## src/shared/emb_pkg.sv

```systemverilog
package emb_pkg;
	localparam int EMB_W = 16;
	localparam int EMB_BUS_AW = 6;
	localparam logic [5:0] OFF_WAIT_CFG = 6'h00;
	localparam logic [5:0] OFF_ADDR = 6'h04;
	localparam logic [5:0] OFF_WDATA = 6'h08;
	localparam logic [5:0] OFF_CMD = 6'h0c;
	localparam logic [5:0] OFF_RDATA = 6'h10;
	localparam logic [5:0] OFF_STATUS = 6'h14;
	localparam logic [5:0] OFF_SYSCTL2 = 6'h18;
	localparam logic [5:0] OFF_IRQ_STAT = 6'h1c;
	localparam logic [5:0] OFF_IRQ_MASK = 6'h20;
	localparam int WS_LSB = 0;
	localparam int WS_BITS = 3;
	localparam int VIS_BIT = 3;
	localparam int CMD_SPACE_LSB = 0;
	localparam int CMD_WRITE_BIT = 2;
	localparam int STAT_BUSY_BIT = 0;
	localparam int STAT_EXT_EN_BIT = 1;
	localparam int STAT_READY_BIT = 2;
	localparam int SYSCTL2_BOOT_BIT = 2;
	localparam int IRQ_DONE_BIT = 0;
	localparam int IRQ_ILLEGAL_BIT = 1;
	localparam int IRQ_BITS = 2;
	localparam logic [3:0] WAIT_CFG_RESET = 4'h0;
	localparam logic [1:0] IRQ_MASK_RESET = 2'h0;
	localparam logic [15:0] BOOT_VECTOR = 16'h0000;
	localparam int SYNC_STAGES = 2;

	typedef enum logic [1:0] {
		SPACE_PROG = 2'h0,
		SPACE_DATA = 2'h1,
		SPACE_IO = 2'h2
	} emb_space_e;

	typedef enum logic [3:0] {
		ST_IDLE = 4'h1,
		ST_ACCESS = 4'h2,
		ST_END = 4'h4,
		ST_SKIP = 4'h8
	} emb_state_e;

	typedef struct packed {
		logic [15:0] addr;
		logic [15:0] data_out;
		logic data_oe;
		logic program_space_strobe_n;
		logic data_space_strobe_n;
		logic io_space_strobe_n;
		logic access_strobe_n;
		logic read_strobe_n;
		logic write_strobe_n;
		logic read_write_n;
		logic write_read;
		logic ctrl_oe;
		logic visibility_output_enable_n;
	} emb_bus_s;

	typedef struct packed {
		logic ready;
		logic boot_source_select;
		logic ext_interface_enable;
		logic emulation_off_n;
		logic test_reset;
		logic emulation_pin_zero;
	} emb_pins_in_s;
endpackage

```

## src/logic/emb_bus.sv

```systemverilog
// The Avalon-MM register port and the register offsets were chosen for this implementation.
`timescale 1ns/1ps

module emb_sync #(
	parameter int W = 1
) (
	input wire logic clk,
	input wire logic resetn,
	input wire logic [W-1:0] d,
	output logic [W-1:0] q
);
	logic [W-1:0] meta;

	always_ff @(posedge clk or negedge resetn) begin
		if (!resetn) begin
			meta <= '0;
			q <= '0;
		end else begin
			meta <= d;
			q <= meta;
		end
	end
endmodule

module emb_bus (
	input wire logic clk,
	input wire logic resetn,
	input wire logic [emb_pkg::EMB_BUS_AW-1:0] avs_address,
	input wire logic avs_read,
	input wire logic avs_write,
	input wire logic [31:0] avs_writedata,
	input wire logic [3:0] avs_byteenable,
	output logic [31:0] avs_readdata,
	output logic avs_waitrequest,
	output logic irq,
	input wire emb_pkg::emb_pins_in_s pins_in,
	input wire logic [emb_pkg::EMB_W-1:0] data_in,
	output emb_pkg::emb_bus_s bus_out,
	output logic exec_from_external,
	output logic [emb_pkg::EMB_W-1:0] boot_vector
);
	import emb_pkg::*;

	emb_pins_in_s pins_s;
	logic [EMB_W-1:0] data_s;
	emb_state_e state;
	logic [3:0] wait_state_config;
	logic [EMB_W-1:0] addr_reg;
	logic [EMB_W-1:0] wdata_reg;
	logic [EMB_W-1:0] rdata_reg;
	logic [IRQ_BITS-1:0] irq_status;
	logic [IRQ_BITS-1:0] irq_mask;
	logic [31:0] system_ctrl_status_two;
	logic boot_taken;
	logic [SYNC_STAGES-1:0] boot_wait;
	logic [IRQ_BITS-1:0] next_irq_status;
	logic boot_bit;
	logic [WS_BITS-1:0] wait_cnt;
	logic start_req;
	emb_space_e start_space;
	logic start_write;
	logic ev_done;
	logic ev_illegal;
	logic req;
	logic accept;
	logic [31:0] next_readdata;
	logic stat_read;
	logic float_ctrl;
	logic [WS_BITS-1:0] ws;

	emb_sync #(.W($bits(emb_pins_in_s))) u_sync_pins (
		.clk(clk),
		.resetn(resetn),
		.d(pins_in),
		.q(pins_s)
	);

	emb_sync #(.W(EMB_W)) u_sync_data (
		.clk(clk),
		.resetn(resetn),
		.d(data_in),
		.q(data_s)
	);

	assign ws = wait_state_config[WS_LSB +: WS_BITS];
	assign req = avs_read | avs_write;
	assign accept = req & ~avs_waitrequest;
	assign float_ctrl = ~pins_s.emulation_off_n & ~pins_s.test_reset & pins_s.emulation_pin_zero;

	// The bus slave answers one cycle after the request; a command waits while busy.
	always_ff @(posedge clk or negedge resetn) begin
		if (!resetn) begin
			avs_waitrequest <= 1'b1;
			avs_readdata <= 32'h0000_0000;
		end else if (accept) begin
			avs_waitrequest <= 1'b1;
		end else if (req && !(avs_write && avs_address == OFF_CMD && state != ST_IDLE)) begin
			avs_waitrequest <= 1'b0;
			avs_readdata <= next_readdata;
		end
	end

	always_comb begin
		next_readdata = 32'h0000_0000;
		if (avs_read) begin
			case (avs_address)
				OFF_WAIT_CFG: next_readdata = {28'h0000000, wait_state_config};
				OFF_ADDR: next_readdata = {16'h0000, addr_reg};
				OFF_WDATA: next_readdata = {16'h0000, wdata_reg};
				OFF_RDATA: next_readdata = {16'h0000, rdata_reg};
				OFF_STATUS: next_readdata = {29'h00000000, pins_s.ready,
					pins_s.ext_interface_enable, state != ST_IDLE};
				OFF_SYSCTL2: next_readdata = system_ctrl_status_two;
				OFF_IRQ_STAT: next_readdata = {30'h00000000, irq_status};
				OFF_IRQ_MASK: next_readdata = {30'h00000000, irq_mask};
				default: next_readdata = 32'h0000_0000;
			endcase
		end
	end

	always_ff @(posedge clk or negedge resetn) begin
		if (!resetn) begin
			wait_state_config <= WAIT_CFG_RESET;
			addr_reg <= 16'h0000;
			wdata_reg <= 16'h0000;
			irq_mask <= IRQ_MASK_RESET;
		end else if (accept && avs_write) begin
			case (avs_address)
				OFF_WAIT_CFG: begin
					if (avs_byteenable[0]) begin
						wait_state_config <= avs_writedata[3:0];
					end
				end
				OFF_ADDR: begin
					if (avs_byteenable[0]) begin
						addr_reg[7:0] <= avs_writedata[7:0];
					end
					if (avs_byteenable[1]) begin
						addr_reg[15:8] <= avs_writedata[15:8];
					end
				end
				OFF_WDATA: begin
					if (avs_byteenable[0]) begin
						wdata_reg[7:0] <= avs_writedata[7:0];
					end
					if (avs_byteenable[1]) begin
						wdata_reg[15:8] <= avs_writedata[15:8];
					end
				end
				OFF_IRQ_MASK: begin
					if (avs_byteenable[0]) begin
						irq_mask <= avs_writedata[IRQ_BITS-1:0];
					end
				end
				default: begin
				end
			endcase
		end
	end

	assign start_req = accept && avs_write && avs_address == OFF_CMD && avs_byteenable[0];
	assign start_space = emb_space_e'(avs_writedata[CMD_SPACE_LSB +: 2]);
	assign start_write = avs_writedata[CMD_WRITE_BIT];
	assign stat_read = accept && avs_read && avs_address == OFF_IRQ_STAT;

	// A read clears only the bits it reported, so an event landing meanwhile is kept.
	assign next_irq_status = (stat_read ? irq_status & ~avs_readdata[IRQ_BITS-1:0] :
		irq_status) | {ev_illegal, ev_done};

	always_ff @(posedge clk or negedge resetn) begin
		if (!resetn) begin
			irq_status <= 2'h0;
			irq <= 1'b0;
		end else begin
			irq_status <= next_irq_status;
			irq <= |(irq_mask & next_irq_status);
		end
	end

	// The boot pin is caught once the synchroniser holds the pin, not its reset value.
	always_ff @(posedge clk or negedge resetn) begin
		if (!resetn) begin
			boot_taken <= 1'b0;
			boot_wait <= '0;
			boot_bit <= 1'b0;
			exec_from_external <= 1'b0;
			boot_vector <= BOOT_VECTOR;
		end else begin
			boot_wait <= {boot_wait[SYNC_STAGES-2:0], 1'b1};
			if (boot_wait[SYNC_STAGES-1] && !boot_taken) begin
				boot_taken <= 1'b1;
				boot_bit <= pins_s.boot_source_select;
				exec_from_external <= pins_s.boot_source_select;
				boot_vector <= BOOT_VECTOR;
			end
		end
	end

	always_comb begin
		system_ctrl_status_two = 32'h0000_0000;
		system_ctrl_status_two[SYSCTL2_BOOT_BIT] = boot_bit;
	end

	// Bus cycle engine; every pin comes straight from a flip-flop.
	always_ff @(posedge clk or negedge resetn) begin
		if (!resetn) begin
			state <= ST_IDLE;
			wait_cnt <= 3'h0;
			rdata_reg <= 16'h0000;
			ev_done <= 1'b0;
			ev_illegal <= 1'b0;
			bus_out.addr <= 16'h0000;
			bus_out.data_out <= 16'h0000;
			bus_out.data_oe <= 1'b0;
			bus_out.program_space_strobe_n <= 1'b1;
			bus_out.data_space_strobe_n <= 1'b1;
			bus_out.io_space_strobe_n <= 1'b1;
			bus_out.access_strobe_n <= 1'b1;
			bus_out.read_strobe_n <= 1'b1;
			bus_out.write_strobe_n <= 1'b1;
			bus_out.read_write_n <= 1'b1;
			bus_out.write_read <= 1'b0;
			bus_out.ctrl_oe <= 1'b0;
			bus_out.visibility_output_enable_n <= 1'b1;
		end else begin
			ev_done <= 1'b0;
			ev_illegal <= 1'b0;
			bus_out.ctrl_oe <= pins_s.ext_interface_enable & ~float_ctrl;
			case (state)
				ST_IDLE: begin
					if (start_req && !pins_s.ext_interface_enable) begin
						ev_illegal <= start_space == SPACE_DATA;
						state <= ST_SKIP;
					end else if (start_req) begin
						wait_cnt <= ws;
						bus_out.addr <= addr_reg;
						bus_out.access_strobe_n <= 1'b0;
						bus_out.program_space_strobe_n <= start_space != SPACE_PROG;
						bus_out.data_space_strobe_n <= start_space != SPACE_DATA;
						bus_out.io_space_strobe_n <= start_space != SPACE_IO;
						bus_out.read_write_n <= ~start_write;
						bus_out.write_read <= start_write;
						bus_out.read_strobe_n <= start_write;
						bus_out.write_strobe_n <= ~start_write;
						bus_out.data_out <= wdata_reg;
						bus_out.data_oe <= start_write;
						bus_out.visibility_output_enable_n <=
							~(start_write & wait_state_config[VIS_BIT]);
						state <= ST_ACCESS;
					end
				end
				ST_ACCESS: begin
					if (wait_cnt != 3'h0) begin
						wait_cnt <= wait_cnt - 3'h1;
					end else if (ws != 3'h0 && !pins_s.ready) begin
						wait_cnt <= 3'h0;
					end else begin
						rdata_reg <= data_s;
						bus_out.access_strobe_n <= 1'b1;
						bus_out.program_space_strobe_n <= 1'b1;
						bus_out.data_space_strobe_n <= 1'b1;
						bus_out.io_space_strobe_n <= 1'b1;
						bus_out.read_strobe_n <= 1'b1;
						bus_out.write_strobe_n <= 1'b1;
						bus_out.data_oe <= 1'b0;
						bus_out.visibility_output_enable_n <= 1'b1;
						state <= ST_END;
					end
				end
				ST_END: begin
					bus_out.read_write_n <= 1'b1;
					bus_out.write_read <= 1'b0;
					ev_done <= 1'b1;
					state <= ST_IDLE;
				end
				ST_SKIP: begin
					ev_done <= 1'b1;
					state <= ST_IDLE;
				end
				default: begin
					state <= ST_IDLE;
				end
			endcase
		end
	end
endmodule

```

## config.mk

```make
export PLATFORM = sky130hd
export DESIGN_NAME = emb_bus
export DESIGN_NICKNAME = d
export VERILOG_FILES = /design/src/shared/emb_pkg.sv /design/src/logic/emb_bus.sv
export SDC_FILE = /design/constraint.sdc
export NUM_CORES = 1
export LEC_CHECK = 0
export ABC_AREA = 1
export BUFFER_PORTS_ARGS = -buffer_cell sky130_fd_sc_hd__buf_4
export CORE_ASPECT_RATIO = 0.6
export CORE_MARGIN = 3
export CORE_UTILIZATION = 49
export DETAILED_ROUTE_END_ITERATION = 6
export PLACE_DENSITY = 0.81
export SKIP_LAST_GASP = 1
export SYNTH_ARGS = -nofsm -noshare
export SYNTH_HDL_FRONTEND = slang
export SYNTH_SLANG_ARGS = --single-unit
```

## constraint.sdc

```tcl
create_clock -name clk -period 1.4 [get_ports clk]
set_input_delay 0.35 -clock clk [delete_from_list [all_inputs] [get_ports clk]]
set_output_delay 0.35 -clock clk [all_outputs]
set_load 0.05 [all_outputs]
```

; Word-level counts from Yosys, hierarchy flattened
; Index checks and enable logic that the tools add are counted.
[op_classes]
addsub = 1
n_eq_ne = 22
n_mux = 29
n_bitwise = 20
reduce_logical = 37
[op_table]
columns = operator, count
row1 = 16-bit case mux with 8 select lines, 1
row2 = 3-bit AND reduction, 10
row3 = 6-bit by 5-bit == test with 1-bit output (second input constant), 4
row4 = 9-bit two-way mux, 2
row5 = 16-bit two-way mux, 1
row6 = 4-bit two-way mux, 4
row7 = 7-bit two-way mux, 2
row8 = 7-bit case mux with 2 select lines, 1
row9 = 6-bit by 4-bit == test with 1-bit output (second input constant), 2
row10 = 3-bit two-way mux, 4
row11 = 1-bit logical AND, 11
row12 = 2-bit != test (second input constant), 5
row13 = 1-bit NOT, 10
row14 = 1-bit two-way mux, 9
row15 = 4-bit case mux with 2 select lines, 1
row16 = 2-bit nonzero test, 4
row17 = 6-bit by 3-bit == test with 1-bit output (second input constant), 1
row18 = 6-bit == test (second input constant), 1
row19 = 6-bit logical NOT, 1
row20 = 3-bit != test (second input constant), 2
row21 = 3-bit case mux with 2 select lines, 1
row22 = 3-bit nonzero test, 2
row23 = 1-bit AND, 5
row24 = 5-bit AND reduction, 1
row25 = other kinds (19), 24
[totals]
reg_bits = 190
inputBits = 68
out_inout_bits = 94
elab_cells = 144

; Logic depth before layout (Yosys ltp)
; Gate-level depths: netlist of run 1.
[depth]
ltp_word = 8
mapped_depth = 10
ltp_nobuf = 9

; Modules after synthesis
; Synthesis of run 1 repeated with hierarchy kept, for this count alone.
[hier_totals]
hier_cells = 772
area_unflattened_um2 = 6990.5
[modules_own_cells]
columns = module, instances, cells_per_inst, area_per_inst_um2, seq_area_each_um2
row1 = emb_bus, 1, 728, 5889.4, 3265.6
row2 = emb_sync (u_sync_data), 1, 32, 800.8, 800.8
row3 = emb_sync (u_sync_pins), 1, 12, 300.3, 300.3

; Worst setup path after synthesis of run 1
; No wires, ideal clock.
[synth_timing]
kind = register -> register
start = reg avs_waitrequest
end = reg bus_out[10] in the netlist's numbering
setup_time_ps = 119
arrival_time_ps = 1525
t_required_ps = 1281
setup_slack_ps = -244
stages_incl_launch_ff = 8
n_path_buf = 0
synth_period_minus_slack_ps = 1644
cell_sequence = dfstp_2 > inv_1 > nand3_1 > nor2_4 > a21boi_2 > nand2_2 > nand2_1 > nand2_1
[synth_between]
elab_chain_len = 8
word_cells_on_any_way = 9
classes_between = eq/ne: 2 / bitwise: 2 / reduce/logical: 5
[synth_lines]
columns = element, line
row1 = "start, declared", emb_bus.sv:34  ; output logic avs_waitrequest,
row2 = "start signal, assigned", emb_bus.sv:93  ; avs_waitrequest <= 1'b1;
row3 = "start signal, assigned", emb_bus.sv:96  ; avs_waitrequest <= 1'b1;
row4 = "start signal, assigned", emb_bus.sv:98  ; avs_waitrequest <= 1'b0;
row5 = 1-bit NOT *, emb_bus.sv:87  ; assign accept = req & ~avs_waitrequest;
row6 = 1-bit AND *, emb_bus.sv:87
row7 = 1-bit logical AND * (3 in a row), emb_bus.sv:161  ; assign start_req = accept && avs_write && avs_address == OFF_CMD && avs_byteenable[0];
row8 = 1-bit logical AND, emb_bus.sv:231  ; if (start_req && !pins_s.ext_interface_enable) begin
row9 = 2-bit != test (no source line), --
row10 = 5-bit AND reduction (no source line) *, --
row11 = "end, declared", emb_bus.sv:38  ; output emb_pkg::emb_bus_s bus_out,
; Every way passes the cells marked *; elsewhere a longest branch is shown, timed or not.
; A chain may end at the register's enable or synchronous reset.

; Final worst setup path of run 1
[layout_timing]
start = reg state[0]
end = reg bus_out[35] in the netlist's numbering
[layout_between]
elab_chain_len = 2
[layout_lines]
columns = element, line
row1 = "start, declared", emb_bus.sv:46  ; emb_state_e state;
row2 = "start signal, assigned", emb_bus.sv:207  ; state <= ST_IDLE;
row3 = "start signal, assigned", emb_bus.sv:233  ; state <= ST_SKIP;
row4 = "start signal, assigned", emb_bus.sv:249  ; state <= ST_ACCESS;
row5 = 4-bit by 1-bit == test with 1-bit output, emb_bus.sv:229  ; case (state)
row6 = 3-bit AND reduction (no source line), --
; No other way between the ends.

==> results of run 1 <==
==> kinds of logic (layout without fill, tap and decap cells) <==
group / count (synthesis) / in the layout / synth area share
multiplexers: 1 / 1 / 0.00159
flip-flops: 174 / 174 / 0.617
AO/OA/AOI/OAI: 75 / 75 / 0.0606
AND/OR/NAND/NOR: 402 / 404 / 0.237
other: 2 / 33 / 0.00106
buffers and inverters: 108 / 270 / 0.0832
==> worst max-delay path: stages, from the launching register on <==
cell and delay, ps:
dfstp_2 540, inv_2 60, nor2_4 110, nand2_4 80, nor2_4 210, nand2_4 170
clkbuf_16 200, nand2_1 60, nand2_1 60
==> where the power goes <==
part | internal (mW) | switching, mW
clock network | 2.86 | 2.06
logic | 0.512 | 0.907
registers | 5.26 | 0.141
==> routing by layer <==
metal,part of all wire,track usage,vias up
met5,0,0,-
met4,0.017,0.0674,0
met3,0.095,0.0658,30
met2,0.44,0.321,292
met1,0.45,0.345,2762
li1,-,-,2697
==> worst max path at each step <==
stage,from,to,slack [ps],cells after the start
final,state[0]$_DFFE_PN1P_,bus_out[35]$_DFFE_PN0P_,-210,8
after detailed placement,avs_address[1],avs_readdata[9]$_DFFE_PN0P_,-270,10
after CTS,avs_waitrequest$_DFFE_PN1P_,avs_waitrequest,-150,2
after global placement,avs_address[1],avs_readdata[11]$_DFFE_PN0P_,-240,10
after global routing,state[0]$_DFFE_PN1P_,avs_readdata[13]$_DFFE_PN0P_,-290,10
after floorplan,avs_waitrequest$_DFFE_PN1P_,bus_out[10]$_DFFE_PN0P_,-100,7
==> area by class of cell <==
cell class | instances | area [um^2]
clock buffers | 18 | 429
flip-flops and latches | 174 | 4370
fillers | 1020 | 4210
inverters | 57 | 221
multi-input cells | 513 | 2460
clock inverters | 13 | 183
well taps | 192 | 240
repair buffers | 182 | 1760
==> repair_timing <==
item                                   in CTS  in global routing
buffers inserted                            9                  6
hold buffers                                1                  0
pin swaps                                   8                  6
endpoints found under the hold margin      15                  0
resized for setup                          55                 43
gates cloned                                4                  4
setup endpoints to repair                  92                129
==> cell usage in the layout (no fill, tap or decap), types with 4 or more instances in the layout <==
cell,Yosys,routed
buf_12,0,11
buf_16,0,4
buf_4,34,137
buf_6,6,18
buf_8,0,9
clkbuf_16,0,19
conb_1,2,33
dfrtp_1,164,162
dfstp_2,10,10
inv_1,53,51
inv_2,4,4
nand2_1,306,289
nand2_2,7,11
nand2_4,0,13
nand3_1,31,27
nand3_2,2,5
nand4_1,11,11
nor2_1,33,28
nor2_2,2,5
nor2_4,6,8
o211ai_1,10,10
o21ai_0,21,20
o21ai_1,32,30
o21ai_2,4,7
==> results.sh, run 1 <==
export IMPL_fin_cells=1149
export IMPL_finalPower_mw=11.7
export IMPL_yosys_cell_count_top_type="nand2_1"
export IMPL_vdd_ir_drop_max_v=0.000829
export IMPL_cts_tree="yes"
export IMPL_io_pin_count=162
export IMPL_fin_ws_ps=-207
export IMPL_hold_path_startpoint="pins_in[0]"
export IMPL_htree_levels=4
export IMPL_worstReg2RegEnd="bus_out[35]$_DFFE_PN0P_"
export IMPL_worstPathArrival_ps=1910
export IMPL_required_ps=1710
export IMPL_vias_per_cell=5.03
export IMPL_cts_sinks=174
export IMPL_min_path_cells=1
export IMPL_grt_overflow_total=0
export IMPL_gp_congestion=0.935
export IMPL_max_freq_mhz=622
export IMPL_crit_type="reg -> reg"
export IMPL_synthCells=762
export IMPL_cts_buffers=17
export IMPL_synthTopCellsByArea="dfrtp_1 58%, nand2_1 16%, dfstp_2 3.7%, buf_4 3.6%, inv_1 2.8%"
export IMPL_ys_ff_latch=174
export IMPL_netlist_area_um2=7080
export IMPL_drv_cap=0
export IMPL_r2r_start="state[0]$_DFFE_PN1P_"
export IMPL_final_min_clock_period_ps=1610
export IMPL_finalClockSkew_ps=6.64
export IMPL_dpl_worst_slack_ps=-267
export IMPL_routed_wl_um=18600
export IMPL_crit_fanout=7
export IMPL_outcome="complete, but fails checks"
export IMPL_synth_area_leader_cell="dfrtp_1"
export IMPL_hold_end="u_sync_pins.meta[0]$_DFF_PN0_"
export IMPL_synth_warnings=0
export IMPL_largest_register="bus_out"
export IMPL_start_kind="flip-flop"
export IMPL_floorplan_rows=33
export IMPL_place_area_um2=8390
export IMPL_grt_pass1_vias=5440
export IMPL_route_vias_total=5781
export IMPL_hold_viol_final=0
export IMPL_min_path_type="in -> reg"
export IMPL_synth_common_cells="306 x nand2_1, 164 x dfrtp_1, 53 x inv_1"
export IMPL_fin_area_um2=9660
export IMPL_routedWlPerCell_um=16.2
export IMPL_synth_edf_count=0
export IMPL_tns_ps=-9860
export IMPL_regToRegSetupSlack_ps=-210
export IMPL_finish_utilization=0.697
export IMPL_portBuffers=111
export IMPL_drc=0
export IMPL_grt_use_total=0.228
export IMPL_detail_route_antenna_nets=0
export IMPL_seq_area_frac_synth=0.617
export IMPL_cts_root_buf="clkbuf_16"
export IMPL_p_leak_nw=5.08
export IMPL_die_area_um2=16000
export IMPL_drt_iter0_markers=569
export IMPL_grt_max_degree=42
export IMPL_antenna_cells=0
export IMPL_hold_ws_ps=32.4
export IMPL_syn2layout_area_growth_pct=36.5
export IMPL_cp_end_kind="flip-flop"
export IMPL_start_util=0.510
export IMPL_post_route_period_util=1.15
export IMPL_async_flop_share=1.00
export IMPL_syn_area_per_cell_um2=9.29
export IMPL_clkTransAtPathRegs_ps=70
export IMPL_synth_top_area_frac=0.580
export IMPL_setup_violations=81
export IMPL_r2r_cells=8
export IMPL_clk_latency_ps=420
export IMPL_grt_first_pass_wirelength_um=28400
export IMPL_largest_reg_flops=43
export IMPL_ctsLongestPathBuffers=2
export IMPL_core_region_area_um2=13900
export IMPL_fp_dieH_um=99.1
export IMPL_dpl_hpwl_um=12400
export IMPL_power_density_nw_per_um2=1210
export IMPL_post_place_cells=1095
export IMPL_antenna_found_initial=0
export IMPL_maxSlewViolCount=0
export IMPL_die_w_um=161
export IMPL_final_nets=1013
export IMPL_synth_cell_types=31
export IMPL_drive_above_1_share=0.299
export IMPL_ys_flop_type="dfrtp_1"
export IMPL_rsz0062_at_grt="yes"
export IMPL_firstDrtPassIters=5
export IMPL_violations="negative setup slack"
Power figures use the tool's default switching activity.
==> run 2, diff against run 1 <==
Settings changed: CELL_PAD_IN_SITES_DETAIL_PLACEMENT from default to 1, CELL_PAD_IN_SITES_GLOBAL_PLACEMENT from default to 2, CORE_UTILIZATION 49 to 29, PLACE_DENSITY 0.81 to 0.8.
==> run 2 against run 1 <==
Net effect: the run still ends with negative setup slack left; combinational power increased by 5%; clock power fell by 1%; sequential power about the same; cell area rose by 8.2%; via count down 1.1%; routed wire length is 22% higher; die area up 65%; critical endpoint is now bus_out[15]$_DFFE_PN0P_; largest cell class unchanged; largest power group unchanged.
==> results.sh, run 2 (synthesis results as in run 1) <==
export IMPL_crit_fanout=6
export IMPL_violations="negative setup slack"
export IMPL_grtUsageMet2=0.246
export IMPL_final_nets=1049
export IMPL_routedWlPerCell_um=17.4
export IMPL_floorplan_rows=43
export IMPL_groute_layer_met1_usage=0.264
export IMPL_min_path_type="in -> reg"
export IMPL_largest_reg_flops=43
export IMPL_cp_end_kind="flip-flop"
export IMPL_layout_commonest_cell="nand2_1"
export IMPL_finalClockSkew_ps=9.67
export IMPL_drt_iter0_markers=331
export IMPL_maxSlewViolCount=0
export IMPL_routed_wl_um=22700
export IMPL_htree_levels=4
export IMPL_io_pin_count=162
export IMPL_grtUsageMet3=0.0476
export IMPL_antenna_cells=0
export IMPL_worstSetupStartpoint="state[0]$_DFFE_PN1P_"
export IMPL_mostFrequentLayoutCells="271 x nand2_1, 161 x dfrtp_1, 121 x buf_4"
export IMPL_clockPowerShare=0.413
export IMPL_start_kind="flip-flop"
export IMPL_syn2layout_area_growth_pct=47.6
export IMPL_final_min_clock_period_ps=1630
export IMPL_p_leak_nw=5.32
export IMPL_detail_route_antenna_nets=0
export IMPL_clk_latency_ps=430
export IMPL_hold_path_startpoint="data_in[8]"
export IMPL_drv_cap=0
export IMPL_hold_ws_ps=27.9
export IMPL_grt_use_total=0.174
export IMPL_drc=0
export IMPL_max_freq_mhz=614
export IMPL_power_density_nw_per_um2=1120
export IMPL_clkTransAtPathRegs_ps=70
export IMPL_fp_dieH_um=127
export IMPL_post_route_period_util=1.16
export IMPL_firstDrtPassIters=4
export IMPL_core_region_area_um2=23600
export IMPL_required_ps=1720
export IMPL_grt_overflow_total=0
export IMPL_grt_pass1_vias=6009
export IMPL_outcome="complete, but fails checks"
export IMPL_start_util=0.300
export IMPL_portBuffers=111
export IMPL_intPower_mw=8.60
export IMPL_fin_ws_ps=-229
export IMPL_setup_violations=82
export IMPL_swShare=0.268
export IMPL_worstPathArrival_ps=1950
export IMPL_die_area_um2=26400
export IMPL_vias_per_cell=4.37
export IMPL_p_comb_frac=0.127
export IMPL_p_seq_frac=0.460
export IMPL_tns_ps=-10220
export IMPL_switchingPower_mw=3.15
export IMPL_vdd_ir_drop_max_v=0.000734
export IMPL_dpl_hpwl_um=16000
export IMPL_cts_tree="yes"
export IMPL_rsz0062_at_grt="yes"
export IMPL_grt_max_degree=49
export IMPL_ctsLongestPathBuffers=2
export IMPL_crit_type="reg -> reg"
export IMPL_die_w_um=208
export IMPL_cts_buffers=17
export IMPL_antenna_found_initial=1
export IMPL_cts_root_buf="clkbuf_16"
export IMPL_grt_busiest_layer="met1"
export IMPL_drive_above_1_share=0.344
export IMPL_largest_register="bus_out"
export IMPL_cts_sinks=174
export IMPL_grt_first_pass_wirelength_um=35300
export IMPL_r2r_start="state[0]$_DFFE_PN1P_"
export IMPL_route_vias_total=5720
export IMPL_gp_congestion=0.843
export IMPL_hold_viol_final=0
## run 2: per-layer routing
layer | vias to the layer above | wire (um)
li1 | 2778 | -
met1 | 2815 | 11700
met2 | 112 | 9610
met3 | 15 | 1130
met4 | 0 | 232
met5 | - | 0
## run 2: through the flow
step | power, mW | util | std cells | setup slack (ps) | instance area (um^2)
finish | 11.7 | 0.444 | 1309 | -229 | 10500
floorplan | 6.20 | - | 793 | -98.6 | 7240
global route | 12.3 | 0.444 | 1309 | -298 | 10500
CTS | 11.8 | 0.421 | 1279 | -198 | 9930
detailed placement | 6.76 | 0.367 | 1231 | -371 | 8640
global placement | 6.73 | 0.367 | 1231 | -361 | 8640
## run 2: area by class of cell
type                       instances  area [um^2]
multi-input combinational        513         2630
clock buffer                      21          470
inverter                          57          235
clock inverter                    11          131
tap                              315          394
sequential                       174         4370
fill                            2649        13100
timing repair buffer             218         2220
## run 2: worst paths after layout
check | end | slack, ps | cells past startpoint
min in group asynchronous | irq$_DFF_PN0_ | 370 | 2
hold reg to reg | u_sync_data.q[14]$_DFF_PN0_ | 340 | 0
max in group asynchronous | bus_out[6]$_DFFE_PN1P_ | 460 | 3
setup reg to reg | bus_out[15]$_DFFE_PN0P_ | -230 | 9
hold / removal | u_sync_data.meta[8]$_DFF_PN0_ | 30 | 1
setup / recovery | bus_out[15]$_DFFE_PN0P_ | -230 | 9
## run 2: repair_timing
action / in CTS / in global routing
buffers inserted: 9 / 18
pin swaps: 18 / 5
setup endpoints to repair: 119 / 171
hold buffers: 1 / 10
gates resized for setup: 123 / 72
endpoints found under the hold margin: 16 / 10
cloned: 6 / 2
## run 2: power by group through the flow
stage                     logic, mW  clock network [mW]  registers [mW]
after global routing           1.61                5.23            5.42
after floorplan               0.513                   0            5.69
after global placement         1.25                   0            5.48
final                          1.49                4.86            5.40
after detailed placement       1.27                   0            5.49
after CTS                      1.44                4.99            5.40
## run 2: worst max-delay path, cell delays in order, from the launching register on
cell and delay, ps:
dfstp_2 570, inv_4 50, nor2_4 90, nand2_2 90
nor2_4 160, nand2_8 120, buf_12 170, clkbuf_16 160
nand2_1 60, nand2_1 40
